File: config.mk
export PLATFORM = sky130hd
export DESIGN_NAME = dasy_top
export DESIGN_NICKNAME = d
export VERILOG_FILES = /design/src/design/dasy_pkg.sv /design/src/design/dasy_top.sv /design/src/design/dasy_flag.sv /design/src/design/dasy_cnt.sv
export VERILOG_INCLUDE_DIRS = /design/src /design/src/design
export SDC_FILE = /design/constraint.sdc
export NUM_CORES = 1
export LEC_CHECK = 0
export ABC_CLOCK_PERIOD_IN_PS = 3100
export BUFFER_PORTS_ARGS = -buffer_cell sky130_fd_sc_hd__buf_2
export CAP_MARGIN = 20
export CORE_ASPECT_RATIO = 2
export CORE_MARGIN = 4
export CORE_UTILIZATION = 50
export DETAILED_ROUTE_END_ITERATION = 8
export GPL_TIMING_DRIVEN = 0
export PLACE_DENSITY = 0.79
export RECOVER_POWER = 50
export SLEW_MARGIN = 40
export SYNTH_ARGS = -nofsm -noshare
export SYNTH_HDL_FRONTEND = slang
export SYNTH_SLANG_ARGS = --single-unit
File: constraint.sdc
create_clock -name mclk -period 3.1 [get_ports mclk]
set_clock_uncertainty 0.15 [all_clocks]
set_input_delay 0.155 -clock mclk [delete_from_list [all_inputs] [get_ports mclk]]
set_output_delay 0.155 -clock mclk [all_outputs]
set_load 0.01 [all_outputs]
File: src/design/dasy_defs.svh
/*
  Offsets, field positions and reset values of the ADC sync and overrun block.
  Assumes a 16-bit register port with word offsets given in bytes.
*/
`ifndef DASY_DEFS_SVH
`define DASY_DEFS_SVH

`define DASY_DATA_W 16
`define DASY_ADDR_W 8

`define DASY_OFF_CTRL 8'h00
`define DASY_OFF_STAT 8'h04
`define DASY_OFF_WRAP 8'h08
`define DASY_OFF_XFER 8'h0C
`define DASY_OFF_TRIM 8'h10
`define DASY_OFF_REFS 8'h14

`define DASY_CTRL_RUN 0
`define DASY_CTRL_SYNC 1
`define DASY_CTRL_OVIE 2
`define DASY_CTRL_CLRO 15
`define DASY_CTRL_PEND 8
`define DASY_CTRL_OVF 9
`define DASY_CTRL_TAG 10

`define DASY_TRIM_W 9
`define DASY_REFS_W 2
`define DASY_CNT_W 16
`define DASY_RSC_W 8

`define DASY_RST_CTRL 3'h0
`define DASY_RST_SIZE 16'h0000
`define DASY_RST_TRIM 9'h000
`define DASY_RST_REFS 2'h0

`endif

File: src/design/dasy_pkg.sv
/*
  Types shared by the ADC sync and overrun block.
  Assumes dasy_defs.svh is on the include path.
*/
`include "dasy_defs.svh"

package dasy_pkg;

  // Software controls of the channel.
  typedef struct packed {
    logic ovr_int_en;
    logic sync_en;
    logic run_en;
  } dasy_ctrl_t;

  // Channel events of one burst start, registered.
  typedef struct packed {
    logic resync;
    logic wrap;
    logic xfer_start;
  } dasy_evt_t;

endpackage : dasy_pkg

File: src/design/dasy_top.sv
/*
  DMA channel trigger logic for an on-chip ADC: pending trigger and
  overflow flags, sync check against wrap and transfer start, re-align
  by a forced wrap, overrun interrupt, and the ADC trim and reference
  registers.
  Assumes the ADC sequencer logic runs on mclk and drives one-cycle
  trigger and sync pulses, and that a bus arbiter grants bursts.
*/
// The implementer's own choices: the address map and the plain strobed port.
// Functional notes
// - With sync enabled, the channel locks to sequencer A end events during continuous override.
// - Each sync is checked against a wrap or a transfer start at the burst it triggers.
// - A sync that meets neither makes the channel perform a wrap to re-align.
// - A trigger sets the pending trigger flag.
// - The pending flag clears when the burst serving the trigger begins.
// - A trigger that finds the flag still set before its burst is discarded, not queued.
// - A discarded trigger sets the overflow flag.
// - With the overrun interrupt enabled, overflow raises the channel interrupt request.
// - The offset trim is a nine-bit two's-complement field driven to the analog front end.
`timescale 1ns/1ns
`default_nettype none
`include "dasy_defs.svh"

module dasy_top
  import dasy_pkg::*;
#(
  parameter int CNT_W = `DASY_CNT_W,
  parameter int RSC_W = `DASY_RSC_W
) (
  input wire logic mclk,
  input wire logic srst,
  input wire logic [`DASY_ADDR_W-1:0] reg_addr,
  input wire logic [`DASY_DATA_W-1:0] reg_wdata,
  input wire logic reg_wr,
  input wire logic reg_rd,
  output logic [`DASY_DATA_W-1:0] reg_rdata,
  input wire logic seq_a_end_event,
  input wire logic adc_sync,
  input wire logic burst_grant,
  output logic burst_start,
  output dasy_evt_t chan_evt,
  output logic overrun_irq,
  output logic signed [`DASY_TRIM_W-1:0] adc_offset_trim,
  output logic [`DASY_REFS_W-1:0] adc_reference_select
);

  dasy_ctrl_t ctrl_r;
  dasy_ctrl_t ctrl_nxt;
  logic [CNT_W-1:0] wrap_size_r;
  logic [CNT_W-1:0] wrap_size_nxt;
  logic [CNT_W-1:0] xfer_size_r;
  logic [CNT_W-1:0] xfer_size_nxt;
  logic [`DASY_TRIM_W-1:0] trim_r;
  logic [`DASY_TRIM_W-1:0] trim_nxt;
  logic [`DASY_REFS_W-1:0] refs_r;
  logic [`DASY_REFS_W-1:0] refs_nxt;
  logic [`DASY_DATA_W-1:0] rdata_r;
  logic [`DASY_DATA_W-1:0] rdata_nxt;
  logic pend_r;
  logic pend_nxt;
  logic tag_r;
  logic tag_nxt;
  logic [RSC_W-1:0] rsc_cnt_r;
  logic [RSC_W-1:0] rsc_cnt_nxt;
  dasy_evt_t evt_r;
  dasy_evt_t evt_nxt;
  logic trig_ok;
  logic trig_lost;
  logic wrap_zero;
  logic xfer_zero;
  logic resync_now;
  logic ovf_flag;
  logic ovf_clr;
  logic wr_ctrl;

  // Address decode of the register port.
  assign wr_ctrl = reg_wr && (reg_addr == `DASY_OFF_CTRL);
  assign ovf_clr = wr_ctrl && reg_wdata[`DASY_CTRL_CLRO];

  // Software registers; trim and reference hold zero until firmware loads them.
  always_comb begin
    ctrl_nxt = ctrl_r;
    wrap_size_nxt = wrap_size_r;
    xfer_size_nxt = xfer_size_r;
    trim_nxt = trim_r;
    refs_nxt = refs_r;
    if (reg_wr) begin
      case (reg_addr)
        `DASY_OFF_CTRL: begin
          ctrl_nxt.run_en = reg_wdata[`DASY_CTRL_RUN];
          ctrl_nxt.sync_en = reg_wdata[`DASY_CTRL_SYNC];
          ctrl_nxt.ovr_int_en = reg_wdata[`DASY_CTRL_OVIE];
        end
        `DASY_OFF_WRAP: wrap_size_nxt = reg_wdata[CNT_W-1:0];
        `DASY_OFF_XFER: xfer_size_nxt = reg_wdata[CNT_W-1:0];
        `DASY_OFF_TRIM: trim_nxt = reg_wdata[`DASY_TRIM_W-1:0];
        `DASY_OFF_REFS: refs_nxt = reg_wdata[`DASY_REFS_W-1:0];
        default: begin
        end
      endcase
    end
  end

  // Register the software registers.
  always_ff @(posedge mclk) begin
    if (srst) begin
      ctrl_r <= `DASY_RST_CTRL;
      wrap_size_r <= `DASY_RST_SIZE;
      xfer_size_r <= `DASY_RST_SIZE;
      trim_r <= `DASY_RST_TRIM;
      refs_r <= `DASY_RST_REFS;
    end else begin
      ctrl_r <= ctrl_nxt;
      wrap_size_r <= wrap_size_nxt;
      xfer_size_r <= xfer_size_nxt;
      trim_r <= trim_nxt;
      refs_r <= refs_nxt;
    end
  end

  // Read data stand only in the cycle after the strobe; unmapped reads give zero.
  always_comb begin
    rdata_nxt = '0;
    if (reg_rd) begin
      case (reg_addr)
        `DASY_OFF_CTRL: begin
          rdata_nxt[`DASY_CTRL_RUN] = ctrl_r.run_en;
          rdata_nxt[`DASY_CTRL_SYNC] = ctrl_r.sync_en;
          rdata_nxt[`DASY_CTRL_OVIE] = ctrl_r.ovr_int_en;
          rdata_nxt[`DASY_CTRL_PEND] = pend_r;
          rdata_nxt[`DASY_CTRL_OVF] = ovf_flag;
          rdata_nxt[`DASY_CTRL_TAG] = tag_r;
        end
        `DASY_OFF_STAT: rdata_nxt[RSC_W-1:0] = rsc_cnt_r;
        `DASY_OFF_WRAP: rdata_nxt[CNT_W-1:0] = wrap_size_r;
        `DASY_OFF_XFER: rdata_nxt[CNT_W-1:0] = xfer_size_r;
        `DASY_OFF_TRIM: rdata_nxt = {{(`DASY_DATA_W-`DASY_TRIM_W){trim_r[`DASY_TRIM_W-1]}},
                                     trim_r};
        `DASY_OFF_REFS: rdata_nxt[`DASY_REFS_W-1:0] = refs_r;
        default: rdata_nxt = '0;
      endcase
    end
  end

  // Register the read data.
  always_ff @(posedge mclk) begin
    if (srst) begin
      rdata_r <= '0;
    end else begin
      rdata_r <= rdata_nxt;
    end
  end

  // A burst may only start for a pending trigger on a running channel.
  assign burst_start = ctrl_r.run_en && pend_r && burst_grant;
  // A trigger is taken when no earlier one still waits for its burst.
  assign trig_ok = seq_a_end_event && (!pend_r || burst_start);
  assign trig_lost = seq_a_end_event && pend_r && !burst_start;
  // A tagged burst that is neither a wrap nor a transfer start is out of step.
  assign resync_now = burst_start && ctrl_r.sync_en && tag_r
                      && !(wrap_zero || xfer_zero);

  // Pending flag and sync tag; a new trigger in the burst cycle re-arms them.
  always_comb begin
    pend_nxt = pend_r;
    tag_nxt = tag_r;
    if (trig_ok) begin
      pend_nxt = 1'b1;
      tag_nxt = adc_sync;
    end else if (burst_start) begin
      pend_nxt = 1'b0;
      tag_nxt = 1'b0;
    end
  end

  // Event outputs and the count of re-alignments.
  always_comb begin
    evt_nxt.xfer_start = burst_start && xfer_zero;
    evt_nxt.wrap = burst_start && (wrap_zero || resync_now);
    evt_nxt.resync = resync_now;
    rsc_cnt_nxt = rsc_cnt_r;
    if (resync_now) begin
      rsc_cnt_nxt = rsc_cnt_r + {{(RSC_W-1){1'b0}}, 1'b1};
    end
  end

  // Register channel state.
  always_ff @(posedge mclk) begin
    if (srst) begin
      pend_r <= 1'b0;
      tag_r <= 1'b0;
      evt_r <= '0;
      rsc_cnt_r <= '0;
    end else begin
      pend_r <= pend_nxt;
      tag_r <= tag_nxt;
      evt_r <= evt_nxt;
      rsc_cnt_r <= rsc_cnt_nxt;
    end
  end

  // Wrap period counter; a re-align reloads it as a real wrap would.
  dasy_cnt #(
    .W(CNT_W)
  ) u_wrap_cnt (
    .mclk(mclk),
    .srst(srst),
    .step(burst_start),
    .force_load(resync_now),
    .size(wrap_size_r),
    .zero(wrap_zero)
  );

  // Transfer length counter; zero means the next burst opens a transfer.
  dasy_cnt #(
    .W(CNT_W)
  ) u_xfer_cnt (
    .mclk(mclk),
    .srst(srst),
    .step(burst_start),
    .force_load(1'b0),
    .size(xfer_size_r),
    .zero(xfer_zero)
  );

  // Overflow stays until software writes one to its clear bit.
  dasy_flag u_ovf (
    .mclk(mclk),
    .srst(srst),
    .set(trig_lost),
    .clr(ovf_clr),
    .flag(ovf_flag)
  );

  // Outputs; the interrupt is a level from flops so it cannot glitch.
  assign overrun_irq = ovf_flag && ctrl_r.ovr_int_en;
  assign chan_evt = evt_r;
  assign reg_rdata = rdata_r;
  assign adc_offset_trim = trim_r;
  assign adc_reference_select = refs_r;

  property p_pend_set;
    @(posedge mclk) disable iff (srst) seq_a_end_event |=> pend_r;
  endproperty
  a_pend_set: assert property (p_pend_set) else $error("pending flag not set");

  property p_pend_clr;
    @(posedge mclk) disable iff (srst) (burst_start && !seq_a_end_event) |=> !pend_r;
  endproperty
  a_pend_clr: assert property (p_pend_clr) else $error("pending flag not cleared");

  property p_no_queue;
    @(posedge mclk) disable iff (srst)
      trig_lost ##1 (burst_start && !seq_a_end_event) |=> !pend_r ##1 !burst_start;
  endproperty
  a_no_queue: assert property (p_no_queue) else $error("lost trigger was queued");

  property p_ovf_set;
    @(posedge mclk) disable iff (srst) trig_lost |=> ovf_flag;
  endproperty
  a_ovf_set: assert property (p_ovf_set) else $error("overflow not flagged");

  property p_irq;
    @(posedge mclk) disable iff (srst)
      (trig_lost && ctrl_r.ovr_int_en && !reg_wr) |=> overrun_irq;
  endproperty
  a_irq: assert property (p_irq) else $error("overrun interrupt missing");

  property p_ovf_hold;
    @(posedge mclk) disable iff (srst) (ovf_flag && !ovf_clr) |=> ovf_flag;
  endproperty
  a_ovf_hold: assert property (p_ovf_hold) else $error("overflow dropped");

  property p_resync;
    @(posedge mclk) disable iff (srst)
      (burst_start && ctrl_r.sync_en && tag_r && !wrap_zero && !xfer_zero)
      |=> chan_evt.resync && chan_evt.wrap;
  endproperty
  a_resync: assert property (p_resync) else $error("no re-align wrap");

  property p_sync_ok;
    @(posedge mclk) disable iff (srst)
      (burst_start && (wrap_zero || xfer_zero)) |=> !chan_evt.resync;
  endproperty
  a_sync_ok: assert property (p_sync_ok) else $error("spurious re-align");

  property p_sync_off;
    @(posedge mclk) disable iff (srst) (burst_start && !ctrl_r.sync_en) |=> !chan_evt.resync;
  endproperty
  a_sync_off: assert property (p_sync_off) else $error("re-align while sync off");

  property p_trim;
    @(posedge mclk) disable iff (srst)
      (reg_wr && reg_addr == `DASY_OFF_TRIM)
      |=> adc_offset_trim == $past(reg_wdata[`DASY_TRIM_W-1:0]);
  endproperty
  a_trim: assert property (p_trim) else $error("trim not loaded");

  property p_cv_lost;
    @(posedge mclk) disable iff (srst) trig_lost ##1 overrun_irq;
  endproperty
  c_cv_lost: cover property (p_cv_lost);

  property p_cv_resync;
    @(posedge mclk) disable iff (srst) resync_now ##1 chan_evt.resync;
  endproperty
  c_cv_resync: cover property (p_cv_resync);

  property p_cv_xfer;
    @(posedge mclk) disable iff (srst) burst_start && xfer_zero && tag_r;
  endproperty
  c_cv_xfer: cover property (p_cv_xfer);

endmodule : dasy_top

`default_nettype wire

File: src/design/dasy_flag.sv
/*
  A sticky flag: hardware sets it, software clears it, a set in the
  clearing cycle wins.
  Assumes one clock and a synchronous active-high reset.
*/
`timescale 1ns/1ns
`default_nettype none

module dasy_flag (
  input wire logic mclk,
  input wire logic srst,
  input wire logic set,
  input wire logic clr,
  output logic flag
);

  logic flag_r;
  logic flag_nxt;

  // Set has priority so an event in the clear cycle is kept.
  always_comb begin
    flag_nxt = flag_r;
    if (set) begin
      flag_nxt = 1'b1;
    end else if (clr) begin
      flag_nxt = 1'b0;
    end
  end

  // Register the flag.
  always_ff @(posedge mclk) begin
    if (srst) begin
      flag_r <= 1'b0;
    end else begin
      flag_r <= flag_nxt;
    end
  end

  assign flag = flag_r;

endmodule : dasy_flag

`default_nettype wire

File: src/design/dasy_cnt.sv
/*
  Burst down-counter with reload, used for the wrap period and the
  transfer length.
  Assumes one clock and a synchronous active-high reset.
*/
`timescale 1ns/1ns
`default_nettype none

module dasy_cnt #(
  parameter int W = 16
) (
  input wire logic mclk,
  input wire logic srst,
  input wire logic step,
  input wire logic force_load,
  input wire logic [W-1:0] size,
  output logic zero
);

  logic [W-1:0] cnt_r;
  logic [W-1:0] cnt_nxt;

  // A burst at zero, or a forced reload, starts a new period.
  always_comb begin
    cnt_nxt = cnt_r;
    if (step) begin
      if ((cnt_r == '0) || force_load) begin
        cnt_nxt = size;
      end else begin
        cnt_nxt = cnt_r - {{(W-1){1'b0}}, 1'b1};
      end
    end
  end

  // Register the count.
  always_ff @(posedge mclk) begin
    if (srst) begin
      cnt_r <= '0;
    end else begin
      cnt_r <= cnt_nxt;
    end
  end

  assign zero = (cnt_r == '0);

endmodule : dasy_cnt

`default_nettype wire

# --- Word level (Yosys, flattened, before mapping) ---
# Index checks and enable logic that the tools add are counted.
word_totals:
  register_bits: 108
  in_bits: 31
  out_inout_bits: 32
  elab_cells: 68
classes:
  add_sub_neg: 3
  n_eq_ne: 5
  mux: 12
  n_bitwise: 1
  n_reduce_logical: 30
ops:
  columns: ["op", "count"]
  rows:
  - ["16-bit zero test", 2]
  - ["16-bit 2-to-1 mux", 2]
  - ["16-bit by 1-bit subtractor with 16-bit output, second input constant", 2]
  - ["5-bit one-hot mux with 4 select lines", 1]
  - ["8-bit by 4-bit equality test with 1-bit output, second input constant", 2]
  - ["8-bit by 5-bit equality test with 1-bit output, second input constant", 2]
  - ["5-bit one-hot mux with 3 select lines", 1]
  - ["1-bit logical AND", 13]
  - ["2-bit one-hot mux with 6 select lines", 1]
  - ["3-bit one-hot mux with 4 select lines", 1]
  - ["2-bit AND reduction", 5]
  - ["8-bit by 1-bit adder with 8-bit output, second input constant", 1]
  - ["8-bit by 3-bit equality test with 1-bit output, second input constant", 1]
  - ["8-bit zero test", 1]
  - ["1-bit 2-to-1 mux", 5]
  - ["1-bit one-hot mux with 5 select lines", 1]
  - ["2-bit nonzero test", 2]
  - ["1-bit zero test", 3]
  - ["1-bit logical OR", 3]
  - ["2-bit OR reduction", 1]
  - ["1-bit inverter", 1]

# --- Depth between registers and ports, before layout ---
# Gate-level depths: netlist of the first run.
logic_depth:
  ltp_word: 7
  depth_mapped: 9
  mapped_depth_nobuf: 8

# --- Hierarchy ---
# From an unflattened synthesis of the first run, not the netlist that was laid out.
unflattened:
  cells_unflattened: 683
  hier_area_um2: 5535.3
by_module_without_submodules:
  columns: ["mod", "instances", "cells_each", "area_per_inst_um2", "seq_area_each_um2"]
  rows:
  - ["dasy_top", 1, 383, 3306.9, 1501.4]
  - ["dasy_cnt", 2, 148, 1094.8, 320.3]
  - ["dasy_flag", 1, 4, 38.8, 20.0]

# --- Least setup slack after synthesis of the first run ---
# OpenSTA, ideal clock, no wires.
synth_timing:
  path_kind: "reg-to-reg"
  from: "register u_wrap_cnt.cnt_r[0]"
  to: "register u_wrap_cnt.cnt_r[13]"
  setup_time_ns: 0.132
  arrival_ns: 2.069
  t_required_ns: 2.818
  setup_slack_ns: 0.748
  stages_incl_launch_ff: 10
  path_buffers: 1
  synth_period_minus_slack_ns: 2.352
  cell_sequence: "dfxtp_1 inv_1 ha_1 nor3b_1 nand3_1 or3_1 buf_6 nand3_1 a2bb2oi_1 a21oi_1"
synth_via:
  elab_chain_len: 6
  elab_cells_between_ends: 7
  cone_classes: "1 x add/sub; 1 x mux; 5 x reduce/logical"
synth_lines:
  columns: ["item", "line_no", "rtl"]
  rows:
  - ["start: declaration", "dasy_cnt.sv:20", "logic [W-1:0] cnt_r;"]
  - ["start signal: assignment", "dasy_cnt.sv:40", "cnt_r <= cnt_nxt;"]
  - ["branches (longest 5 deep; another with 16-bit by 1-bit subtractor with 16-bit output)", null, null]
  - ["16-bit 2-to-1 mux *", "dasy_cnt.sv:27", "if ((cnt_r == '0) || force_load) begin"]
# Every way passes the cells marked *.
# A chain may end at the register's enable or synchronous reset.

# --- Worst setup path in the final report of the first run ---
layout_timing:
  from: "register u_xfer_cnt.cnt_r[7]"
  to: "register u_wrap_cnt.cnt_r[7]"
layout_via:
  elab_chain_len: 6
layout_lines:
  columns: ["item", "line_no", "rtl"]
  rows:
  - ["start: declaration", "dasy_cnt.sv:20", null]
  - ["start signal: assignment", "dasy_cnt.sv:40", null]
  - ["16-bit zero test", "dasy_cnt.sv:44", "assign zero = (cnt_r == '0);"]
  - ["1-bit logical OR", "dasy_top.sv:161", "&& !(wrap_zero || xfer_zero);"]
  - ["1-bit zero test", "dasy_top.sv:161", null]
  - ["1-bit logical AND", "dasy_top.sv:161", null]
  - ["1-bit logical OR", "dasy_cnt.sv:27", null]
  - ["16-bit 2-to-1 mux", "dasy_cnt.sv:27", null]
# No other way between the ends.

==> results of run 1 <==
-- flip-flops by register name, indices dropped and copies added (netlist names), 8 cells and up --
| register | count |
|---|---|
| adc_offset_trim | 9 |
| reg_rdata | 16 |
| rsc_cnt_r | 8 |
| u_wrap_cnt.cnt_r | 16 |
| u_xfer_cnt.cnt_r | 16 |
| wrap_size_r | 16 |
| xfer_size_r | 16 |
-- stage by stage --
step	instance area (µm²)	cells	util, %	total power, mW	setup slack, ns
after CTS	6000	866	61.5	2.82	0.140
final	5960	866	61.0	2.83	0.256
after floorplan	4990	638	-	1.46	0.748
after global routing	5960	866	61.0	2.88	0.0931
after global placement	5460	830	55.9	1.51	0.281
after detailed placement	5460	830	55.9	1.51	0.167
-- how the worst max path moves through the flow --
| stage | start | end | slack (ns) | cells past startpoint |
|---|---|---|---|---|
| after floorplan | u_wrap_cnt.cnt_r[0]$_SDFFE_PP0P_ | u_wrap_cnt.cnt_r[13]$_SDFFE_PP0P_ | 0.75 | 9 |
| after global placement | u_wrap_cnt.cnt_r[0]$_SDFFE_PP0P_ | u_wrap_cnt.cnt_r[5]$_SDFFE_PP0P_ | 0.28 | 9 |
| after detailed placement | u_wrap_cnt.cnt_r[0]$_SDFFE_PP0P_ | u_wrap_cnt.cnt_r[5]$_SDFFE_PP0P_ | 0.17 | 9 |
| after CTS | u_wrap_cnt.cnt_r[0]$_SDFFE_PP0P_ | u_wrap_cnt.cnt_r[15]$_SDFFE_PP0P_ | 0.14 | 8 |
| after global routing | u_xfer_cnt.cnt_r[4]$_SDFFE_PP0P_ | u_wrap_cnt.cnt_r[3]$_SDFFE_PP0P_ | 0.09 | 7 |
| final | u_xfer_cnt.cnt_r[7]$_SDFFE_PP0P_ | u_wrap_cnt.cnt_r[7]$_SDFFE_PP0P_ | 0.26 | 7 |
-- cell usage after synthesis (2+ instances only) --
master                      instances
sky130_fd_sc_hd__nor3_1            17
sky130_fd_sc_hd__nand2_1          132
sky130_fd_sc_hd__nor2_2             2
sky130_fd_sc_hd__o22ai_1            2
sky130_fd_sc_hd__a221oi_1           3
sky130_fd_sc_hd__nor2_1            49
sky130_fd_sc_hd__nand2b_1           2
sky130_fd_sc_hd__ha_1               4
sky130_fd_sc_hd__mux2i_1           10
sky130_fd_sc_hd__buf_2              7
sky130_fd_sc_hd__a21boi_1           3
sky130_fd_sc_hd__a222oi_1           5
sky130_fd_sc_hd__a211oi_1           5
sky130_fd_sc_hd__nand3_1           23
sky130_fd_sc_hd__xnor2_1            5
sky130_fd_sc_hd__a21oi_1           88
sky130_fd_sc_hd__o211ai_1           2
sky130_fd_sc_hd__and2_1             7
sky130_fd_sc_hd__nand4_1            4
sky130_fd_sc_hd__a22oi_1           11
sky130_fd_sc_hd__dfxtp_1          108
sky130_fd_sc_hd__clkbuf_1          23
sky130_fd_sc_hd__o311ai_0           2
sky130_fd_sc_hd__inv_1             16
sky130_fd_sc_hd__buf_4              5
sky130_fd_sc_hd__or3_1              4
sky130_fd_sc_hd__a31oi_1            7
sky130_fd_sc_hd__nor4_1            10
sky130_fd_sc_hd__nor2b_1            2
sky130_fd_sc_hd__a21o_1             5
sky130_fd_sc_hd__o32ai_1            9
sky130_fd_sc_hd__o21ai_0           27
sky130_fd_sc_hd__nand3b_1           7
sky130_fd_sc_hd__a2bb2oi_1          2
sky130_fd_sc_hd__xor2_1             2
-- critical path, stage by stage, from the launching register on --
cell and delay (ns):
sky130_fd_sc_hd__dfxtp_1 0.37, sky130_fd_sc_hd__nor3_1 0.49, sky130_fd_sc_hd__and4_1 0.46, sky130_fd_sc_hd__a21boi_1 0.24, sky130_fd_sc_hd__nor2_2 0.42, sky130_fd_sc_hd__buf_4 0.28
sky130_fd_sc_hd__mux2i_1 0.20, sky130_fd_sc_hd__o32ai_1 0.10
-- layout make-up --
type / count / area, µm²
clock buffers: 10 / 229
well taps: 132 / 165
inverters: 17 / 63.8
fillers: 863 / 3800
flip-flops and latches: 108 / 2160
multi-input cells: 476 / 2600
plain buffers: 37 / 169
clock inverters: 6 / 111
repair buffers: 80 / 462
-- layout by cell type (no fill, tap or decap), drive strengths merged, types with 17 or more instances in the layout --
cell type,count
nand2,132
dfxtp,108
a21oi,89
clkbuf,69
nor2,51
buf,38
o21ai,27
nand3,23
dlygate4sd3,20
nor3,18
inv,17
-- metal layers --
| layer | GRT usage (%) | part of all wire (%) |
|---|---|---|
| met4 | 22.6 | 8.8 |
| met2 | 52.4 | 53 |
| met3 | 4.41 | 5.6 |
| met5 | 0 | 0 |
| met1 | 29.5 | 33 |
-- what timing repair did --
| action | 4_1_cts | 5_1_grt |
|---|---|---|
| resized for setup | 0 | 1 |
| endpoints found under the setup margin | 0 | 16 |
| hold endpoints to repair | 50 | 0 |
| hold buffers | 20 | 0 |
-- cell families after synthesis --
kind of cell / Yosys count
buf+inv: 54
fa+ha+maj: 4
compound gates: 182
mux: 11
xor+xnor: 7
flops: 108
simple gates: 272
-- power by group --
part           switching (mW)  internal (mW)
clock network           0.539          0.792
registers             0.00375           1.39
logic                  0.0611         0.0420
==> metrics.md, run 1 <==
| Metric | Value |
|---|---|
| CTS tree | yes |
| Share of synthesized area spent on multiplexers | 2.23% |
| Detailed-route vias per instance | 6.14 |
| Synthesis-stage register bit count | 108 |
| P&R area growth vs syn | 19.3% |
| Number of buffers inserted by port buffering | 60 |
| Startpoint of the worst-slack reg-to-reg timing path | u_xfer_cnt.cnt_r[7]$_SDFFE_PP0P_ |
| Worst Path Class, Setup | reg2reg |
| Placeable core region | 0.00976 mm² |
| WL per Instance | 19.7 µm |
| Vias after detailed routing | 5,320 |
| Number of antenna-violating nets in the routed design | 0 |
| CTS H-tree depth | 3 |
| Wire length of the first global-routing pass | 26.4 mm |
| FF-to-FF path depth | 7 |
| Die Y-Extent | 149 µm |
| Worst-margin pin slew | 0.834 ns |
| Cell type with the highest aggregate area in the netlist | sky130_fd_sc_hd__dfxtp_1 |
| Final weighted congestion in routability-driven placement | 0.977 |
| DRC | 0 |
| Global route overflow | 0 |
| Count of flip-flops with a built-in enable after synthesis | 0 |
| Clock transition at the registers of the reported paths | 0.07 ns |
| Setup-failing EPs final | 0 |
| Initial core utilization | 51.2% |
| Number of buffers inserted during clock tree synthesis | 9 |
| Final #Nets | 764 |
| Accumulated negative setup slack | 0 ns |
| Predominant post-synthesis flop cell | sky130_fd_sc_hd__dfxtp_1 |
| Yosys warning count | 0 |
| Run status | finished, final reports clean |
| Synthesized-area fraction occupied by adder cells | 1.00% |
| Maximum buffer depth of the clock tree | 2 |
| Path type of the worst min-delay path | in2reg |
| Static leakage power | 1.98 nW |
| I/O pin total | 63 |
| Area share of the largest cell type after synthesis | 43.3% |
| Syn Area/Cell | 7.83 µm² |
| Most area-consuming cells after synthesis | sky130_fd_sc_hd__dfxtp_1 (43%), sky130_fd_sc_hd__nand2_1 (9.9%), sky130_fd_sc_hd__a21oi_1 (8.8%) |
| Die X | 78.7 µm |
| Max Freq | 352 MHz |
| Final hold violations | 0 |
| Dominant combinational cell family by area after synthesis | simple AND/OR/NAND/NOR gates |
| Startpoint of the tightest hold check path | reg_addr[3] |
| Hold path depth | 4 |
| Worst Path Required | 3.17 ns |
| FF-to-FF End | u_wrap_cnt.cnt_r[7]$_SDFFE_PP0P_ |
| End point of the most critical hold path | reg_rdata[2]$_SDFF_PP0_ |
| Simple-gate area share of the yosys netlist | 25.1% |
| XOR/XNOR share of the synthesized area | 1.23% |
| Number of pins with negative max-slew slack in the final report | 0 |
| Crit end category | flop |
| Nature of the critical path startpoint | flop |
| Shortest clock period the worst path allows after layout | 2.84 ns |
| Proportion of layout cells with a drive suffix above 1 | 8.86% |
| Area enclosed by the die boundary | 0.0117 mm² |
| Number of nets produced by synthesis | 673 |
| Pwr Density | 474 mW/mm² |
| Clk root buf | sky130_fd_sc_hd__clkbuf_16 |
| Iter 0 DRT Violations | 500 |
| Via count of the first global-routing pass | 5,179 |
| Number of max-capacitance violations reported | 0 |
| Unrepaired setup endpoints after global routing | no |
| IR Drop Worst-Case VDD | 0.411 mV |
| First-pass iteration count of the detailed router | 7 |
| Setup slack on the worst flop-to-flop path | 0.26 ns |
| Overall Global Routing Usage | 29.2% |
| Worst-Skew Late Latency | 0.36 ns |
| Seq/Total Area, Yosys | 43.3% |
| Count of unique library cells instantiated by Yosys | 63 |
| Antenna diode count | 0 |
| Antenna violations before repair | 0 |
| DP HPWL | 12.7 mm |
| Synth async-reset ratio | 0% |
| Headroom to the max-slew limit | 43.9% |
| Data arrival time of the critical path | 2.91 ns |
| Total wirelength of the detailed-routed design | 17.0 mm |
| CTS sink count | 108 |
| Largest driver fanout on the critical path | 10 |
| Area fraction in compound gates after synthesis | 22.4% |
| Cell count after synthesis | 638 |
| Number of rows created at floorplan | 51 |
| Period Utilization, post-route | 91.7% |
| Post-Route Hold Slack | 0.0383 ns |
| Number of setup buffers added after CTS | 0 |
| Pin count of the biggest net entering global routing | 18 |
| Area of the mapped netlist | 0.00499 mm² |
(Power assumes the default switching activity.)
==> run 2, diff against run 1 <==
--- a/config.mk
+++ b/config.mk
@@ -19,4 +19,5 @@
 export SLEW_MARGIN = 40
 export SYNTH_ARGS = -nofsm -noshare
 export SYNTH_HDL_FRONTEND = slang
+export SYNTH_HIERARCHICAL = 1
 export SYNTH_SLANG_ARGS = --single-unit
==> constraint.sdc (replaced) <==
create_clock -name mclk -period 3.1 [get_ports mclk]
set_clock_uncertainty 0.15 [all_clocks]
set_input_delay 0.155 -clock mclk [delete_from_list [all_inputs] [get_ports mclk]]
set_output_delay 0.155 -clock mclk [all_outputs]
set_load 0.02 [all_outputs]
==> metrics.md, run 2 <==
| Metric | Value |
|---|---|
| Die Y-Extent | 157 µm (+5.0%) |
| Iter 0 DRT Violations | 471 (-5.8%) |
| Switching component of the power | 0.678 mW (+12%) |
| Number of rows created at floorplan | 54 (+5.9%) |
| Data arrival time of the critical path | 3.03 ns (+0.12 ns) |
| Vias after detailed routing | 5,563 (+4.6%) |
| Yosys warning count | 6 (+6) |
| Antenna violations before repair | 0 (unchanged) |
| Die X | 82.4 µm (+4.7%) |
| Crit end category | flop |
| P&R area growth vs syn | 17.5% |
| Accumulated negative setup slack | 0 ns (unchanged) |
| Synth async-reset ratio | 0% (unchanged) |
| Global route overflow | 0 (unchanged) |
| Worst-margin pin slew | 1.36 ns (+0.528 ns) |
| FF-to-FF path depth | 11 (+4) |
| Placeable core region | 0.0109 mm² (+11%) |
| CTS H-tree depth | 3 (unchanged) |
| Delay of the slowest cell on the worst path | 0.38 ns (-0.11 ns) |
| Number of antenna-violating nets in the routed design | 0 (unchanged) |
| Finished Layout Cells | 928 (+7.2%) |
| Total wirelength of the detailed-routed design | 17.1 mm (+0.65%) |
| Final #Nets | 817 (+6.9%) |
| Pwr Density | 428 mW/mm² (-9.8%) |
| Wire length of the first global-routing pass | 27.2 mm (+3.2%) |
| Leading cell type in the layout, fill and taps excluded | sky130_fd_sc_hd__dfxtp_1 |
| Largest driver fanout on the critical path | 10 (unchanged) |
| Predominant post-synthesis flop cell | sky130_fd_sc_hd__dfxtp_1 |
| FF-to-FF End | u_wrap_cnt/cnt_r[6]$_SDFFE_PP0P_ |
| Proportion of layout cells with a drive suffix above 1 | 10.7% (+1.8 points) |
| Path type of the worst min-delay path | in2reg |
| Startpoint of the tightest hold check path | burst_grant |
| Pin count of the biggest net entering global routing | 20 (+2) |
| Final Cell Area | 0.00650 mm² (+9.1%) |
| Max Freq | 338 MHz (-4.0%) |
| Combinational group share of total power | 7.2% (+3.6 points) |
| Cell type with the highest aggregate area in the netlist | sky130_fd_sc_hd__dfxtp_1 |
| Placed insts | 889 (+7.1%) |
| Switching Share | 24.3% (+3.0 points) |
| Most common cell in the netlist | sky130_fd_sc_hd__dfxtp_1 |
| Run status | finished, final reports clean |
| Synthesis-stage register bit count | 108 (unchanged) |
| Number of max-capacitance violations reported | 0 (unchanged) |
| Worst slack at placement | -0.344 ns (-0.511 ns) |
| Count of unique library cells instantiated by Yosys | 59 (-6.3%) |
| Startpoint of the worst-slack reg-to-reg timing path | u_wrap_cnt/cnt_r[6]$_SDFFE_PP0P_ |
| Area share of the largest cell type after synthesis | 39.1% (-4.2 points) |
| Worst setup margin | 0.138 ns (-0.118 ns) |
| DRC | 0 (unchanged) |
| Clk root buf | sky130_fd_sc_hd__clkbuf_16 |
| WL per Instance | 18.5 µm (-6.1%) |
| First-pass iteration count of the detailed router | 5 (-2) |
| Antenna diode count | 0 (unchanged) |
| Detailed-route vias per instance | 5.99 (-2.4%) |
| Area of the mapped netlist | 0.00554 mm² (+11%) |
| Number of buffers inserted during clock tree synthesis | 9 (unchanged) |
| Internal Dissipation | 2.11 mW (-5.3%) |
| Period Utilization, post-route | 95.6% (+3.8 points) |
| Number of buffers inserted by port buffering | 61 (+1.7%) |
| End point of the most critical hold path | chan_evt[0]$_SDFF_PP0_ |
| Final hold violations | 0 (unchanged) |
| DP HPWL | 13.0 mm (+2.5%) |
| Number of pins with negative max-slew slack in the final report | 0 (unchanged) |
| Worst-Skew Late Latency | 0.35 ns (about the same) |
| Syn Area/Cell | 8.10 µm² (+3.5%) |
| IR Drop Worst-Case VDD | 0.335 mV (-18%) |
| Seq/Total Area, Yosys | 39.1% (-4.2 points) |
| Post-Route Utilization | 59.8% (-1.3 points) |
| Headroom to the max-slew limit | 8.35% (-36 points) |
| CTS tree | yes |
| Count of flip-flops with a built-in enable after synthesis | 0 (unchanged) |
| Clock transition at the registers of the reported paths | 0.07 ns (about the same) |
| Cell count after synthesis | 683 (+7.1%) |
| Hold path depth | 3 (-1) |
| Maximum buffer depth of the clock tree | 2 (unchanged) |
| Post-DP Area | 0.00603 mm² (+11%) |
| Via count of the first global-routing pass | 5,533 (+6.8%) |
| Worst setup startpoint | u_wrap_cnt/cnt_r[6]$_SDFFE_PP0P_ |
| Leading post-synthesis cells by instance count | sky130_fd_sc_hd__dfxtp_1 (108), sky130_fd_sc_hd__nand2_1 (103), sky130_fd_sc_hd__nor2_1 (70) |
| Shortest clock period the worst path allows after layout | 2.96 ns (+0.118 ns) |
| Worst Path Class, Setup | reg2reg |
| Commonest cells after routing, fill and taps aside | sky130_fd_sc_hd__dfxtp_1 (108), sky130_fd_sc_hd__nand2_1 (103), sky130_fd_sc_hd__nor2_1 (68) |
| Final weighted congestion in routability-driven placement | 0.974 (-0.33%) |
| Unrepaired setup endpoints after global routing | no |
| Max stage delay cell, worst path | sky130_fd_sc_hd__nor4_4 |
| Nature of the critical path startpoint | flop |
| Static leakage power | 2.24 nW (+13%) |
| Area enclosed by the die boundary | 0.0129 mm² (+10%) |
| Setup-failing EPs final | 0 (unchanged) |
| Overall Global Routing Usage | 27.6% (-1.6 points) |
| Most area-consuming cells after synthesis | sky130_fd_sc_hd__dfxtp_1 (39%), sky130_fd_sc_hd__nand2_1 (7.0%), sky130_fd_sc_hd__a21oi_1 (5.8%) |
| Seq pwr share | 50.2% (+0.9 points) |
| Initial core utilization | 50.9% (-0.27 points) |
| CTS sink count | 108 (unchanged) |
| I/O pin total | 63 (unchanged) |
| Clk network pwr share | 42.6% (-4.5 points) |
| Ordered list of cells on the worst path | clkbuf_1, nor4_4, nand4_1, nor2_1, nand4b_1, nor2_4, inv_1, o21ai_1, buf_4, a221oi_1, nor3_1 |
| Worst Path Required | 3.17 ns (about the same) |
| Setup slack on the worst flop-to-flop path | 0.14 ns (-0.12 ns) |
[run 2: changes by cell type after synthesis, sizes merged, moves of 9 or more]
cell    before  now
nand2      132  103
and3         2   13
nand2b       2   11
or4          2   11
mux2i       10   32
a21oi       89   66
a22oi       11    0
nor2        51   70
[run 2: worst max path at each step]
stage                     cells after the start  slack [ns]                           endpoint
after detailed placement                     11       -0.34   u_wrap_cnt/cnt_r[6]$_SDFFE_PP0P_
after CTS                                    11        0.16   u_wrap_cnt/cnt_r[6]$_SDFFE_PP0P_
after floorplan                               9        0.42  u_wrap_cnt/cnt_r[11]$_SDFFE_PP0P_
final                                        11        0.14   u_wrap_cnt/cnt_r[6]$_SDFFE_PP0P_
after global placement                       11       -0.27   u_wrap_cnt/cnt_r[6]$_SDFFE_PP0P_
after global routing                         11       0.003   u_wrap_cnt/cnt_r[6]$_SDFFE_PP0P_
[run 2: timing repair]
item | in CTS | in global routing
setup endpoints to repair | 16 | 10
gates cloned | 0 | 0
buffers inserted | 2 | 2
pin swaps | 0 | 1
resized for setup | 6 | 3
hold buffers | 19 | 0
hold endpoints to repair | 46 | 0
[run 2: worst max-delay path, delay by kind of cell, from the launching register on]
family	cells	cell delay (ns)
AOI/OAI and AO/OA	2	0.44
buffers and inverters	3	0.58
DFF	1	0.30
and+or+nand+nor	6	1.36
[run 2: through the flow]
stage	hold slack [ns]	power [mW]
finish	0.132	2.78
global route	0.135	2.86
CTS	0.115	2.79
detailed placement	0.269	1.61
global placement	0.258	1.60
floorplan	0.0674	1.54
[run 2: cell type report]
class / count / area (µm²)
plain buffers: 45 / 200
repair buffers: 84 / 485
well taps: 140 / 175
multi-input cells: 515 / 3090
fillers: 1004 / 4380
inverters: 20 / 75.1
clock inverters: 7 / 85.1
flip-flops and latches: 108 / 2160
clock buffers: 9 / 225
[run 2: power groups by stage]
stage / registers, mW / clock network [mW] / logic (mW)
finish: 1.40 / 1.19 / 0.200
floorplan: 1.43 / 0 / 0.112
CTS: 1.40 / 1.20 / 0.198
detailed placement: 1.43 / 0 / 0.178
global placement: 1.43 / 0 / 0.175
global route: 1.40 / 1.25 / 0.214
[run 2: cells by family after synthesis]
group                    synth area share [%]
AND/OR/NAND/NOR                          29.1
AO/OA/AOI/OAI                            17.7
flip-flops                               39.1
buffers and inverters                    5.49
multiplexers                             6.60
XOR/XNOR                                 1.27
adder cells (fa/ha/maj)                 0.678
other                                  0.0677
[run 2: layer usage]
metal	global-route usage (%)	vias up	routed length [µm]
met1	29.9	2578	6220
met5	0	-	0
met2	47.8	268	8810
met4	19.8	0	1180
li1	-	2648	-
met3	3.17	69	918
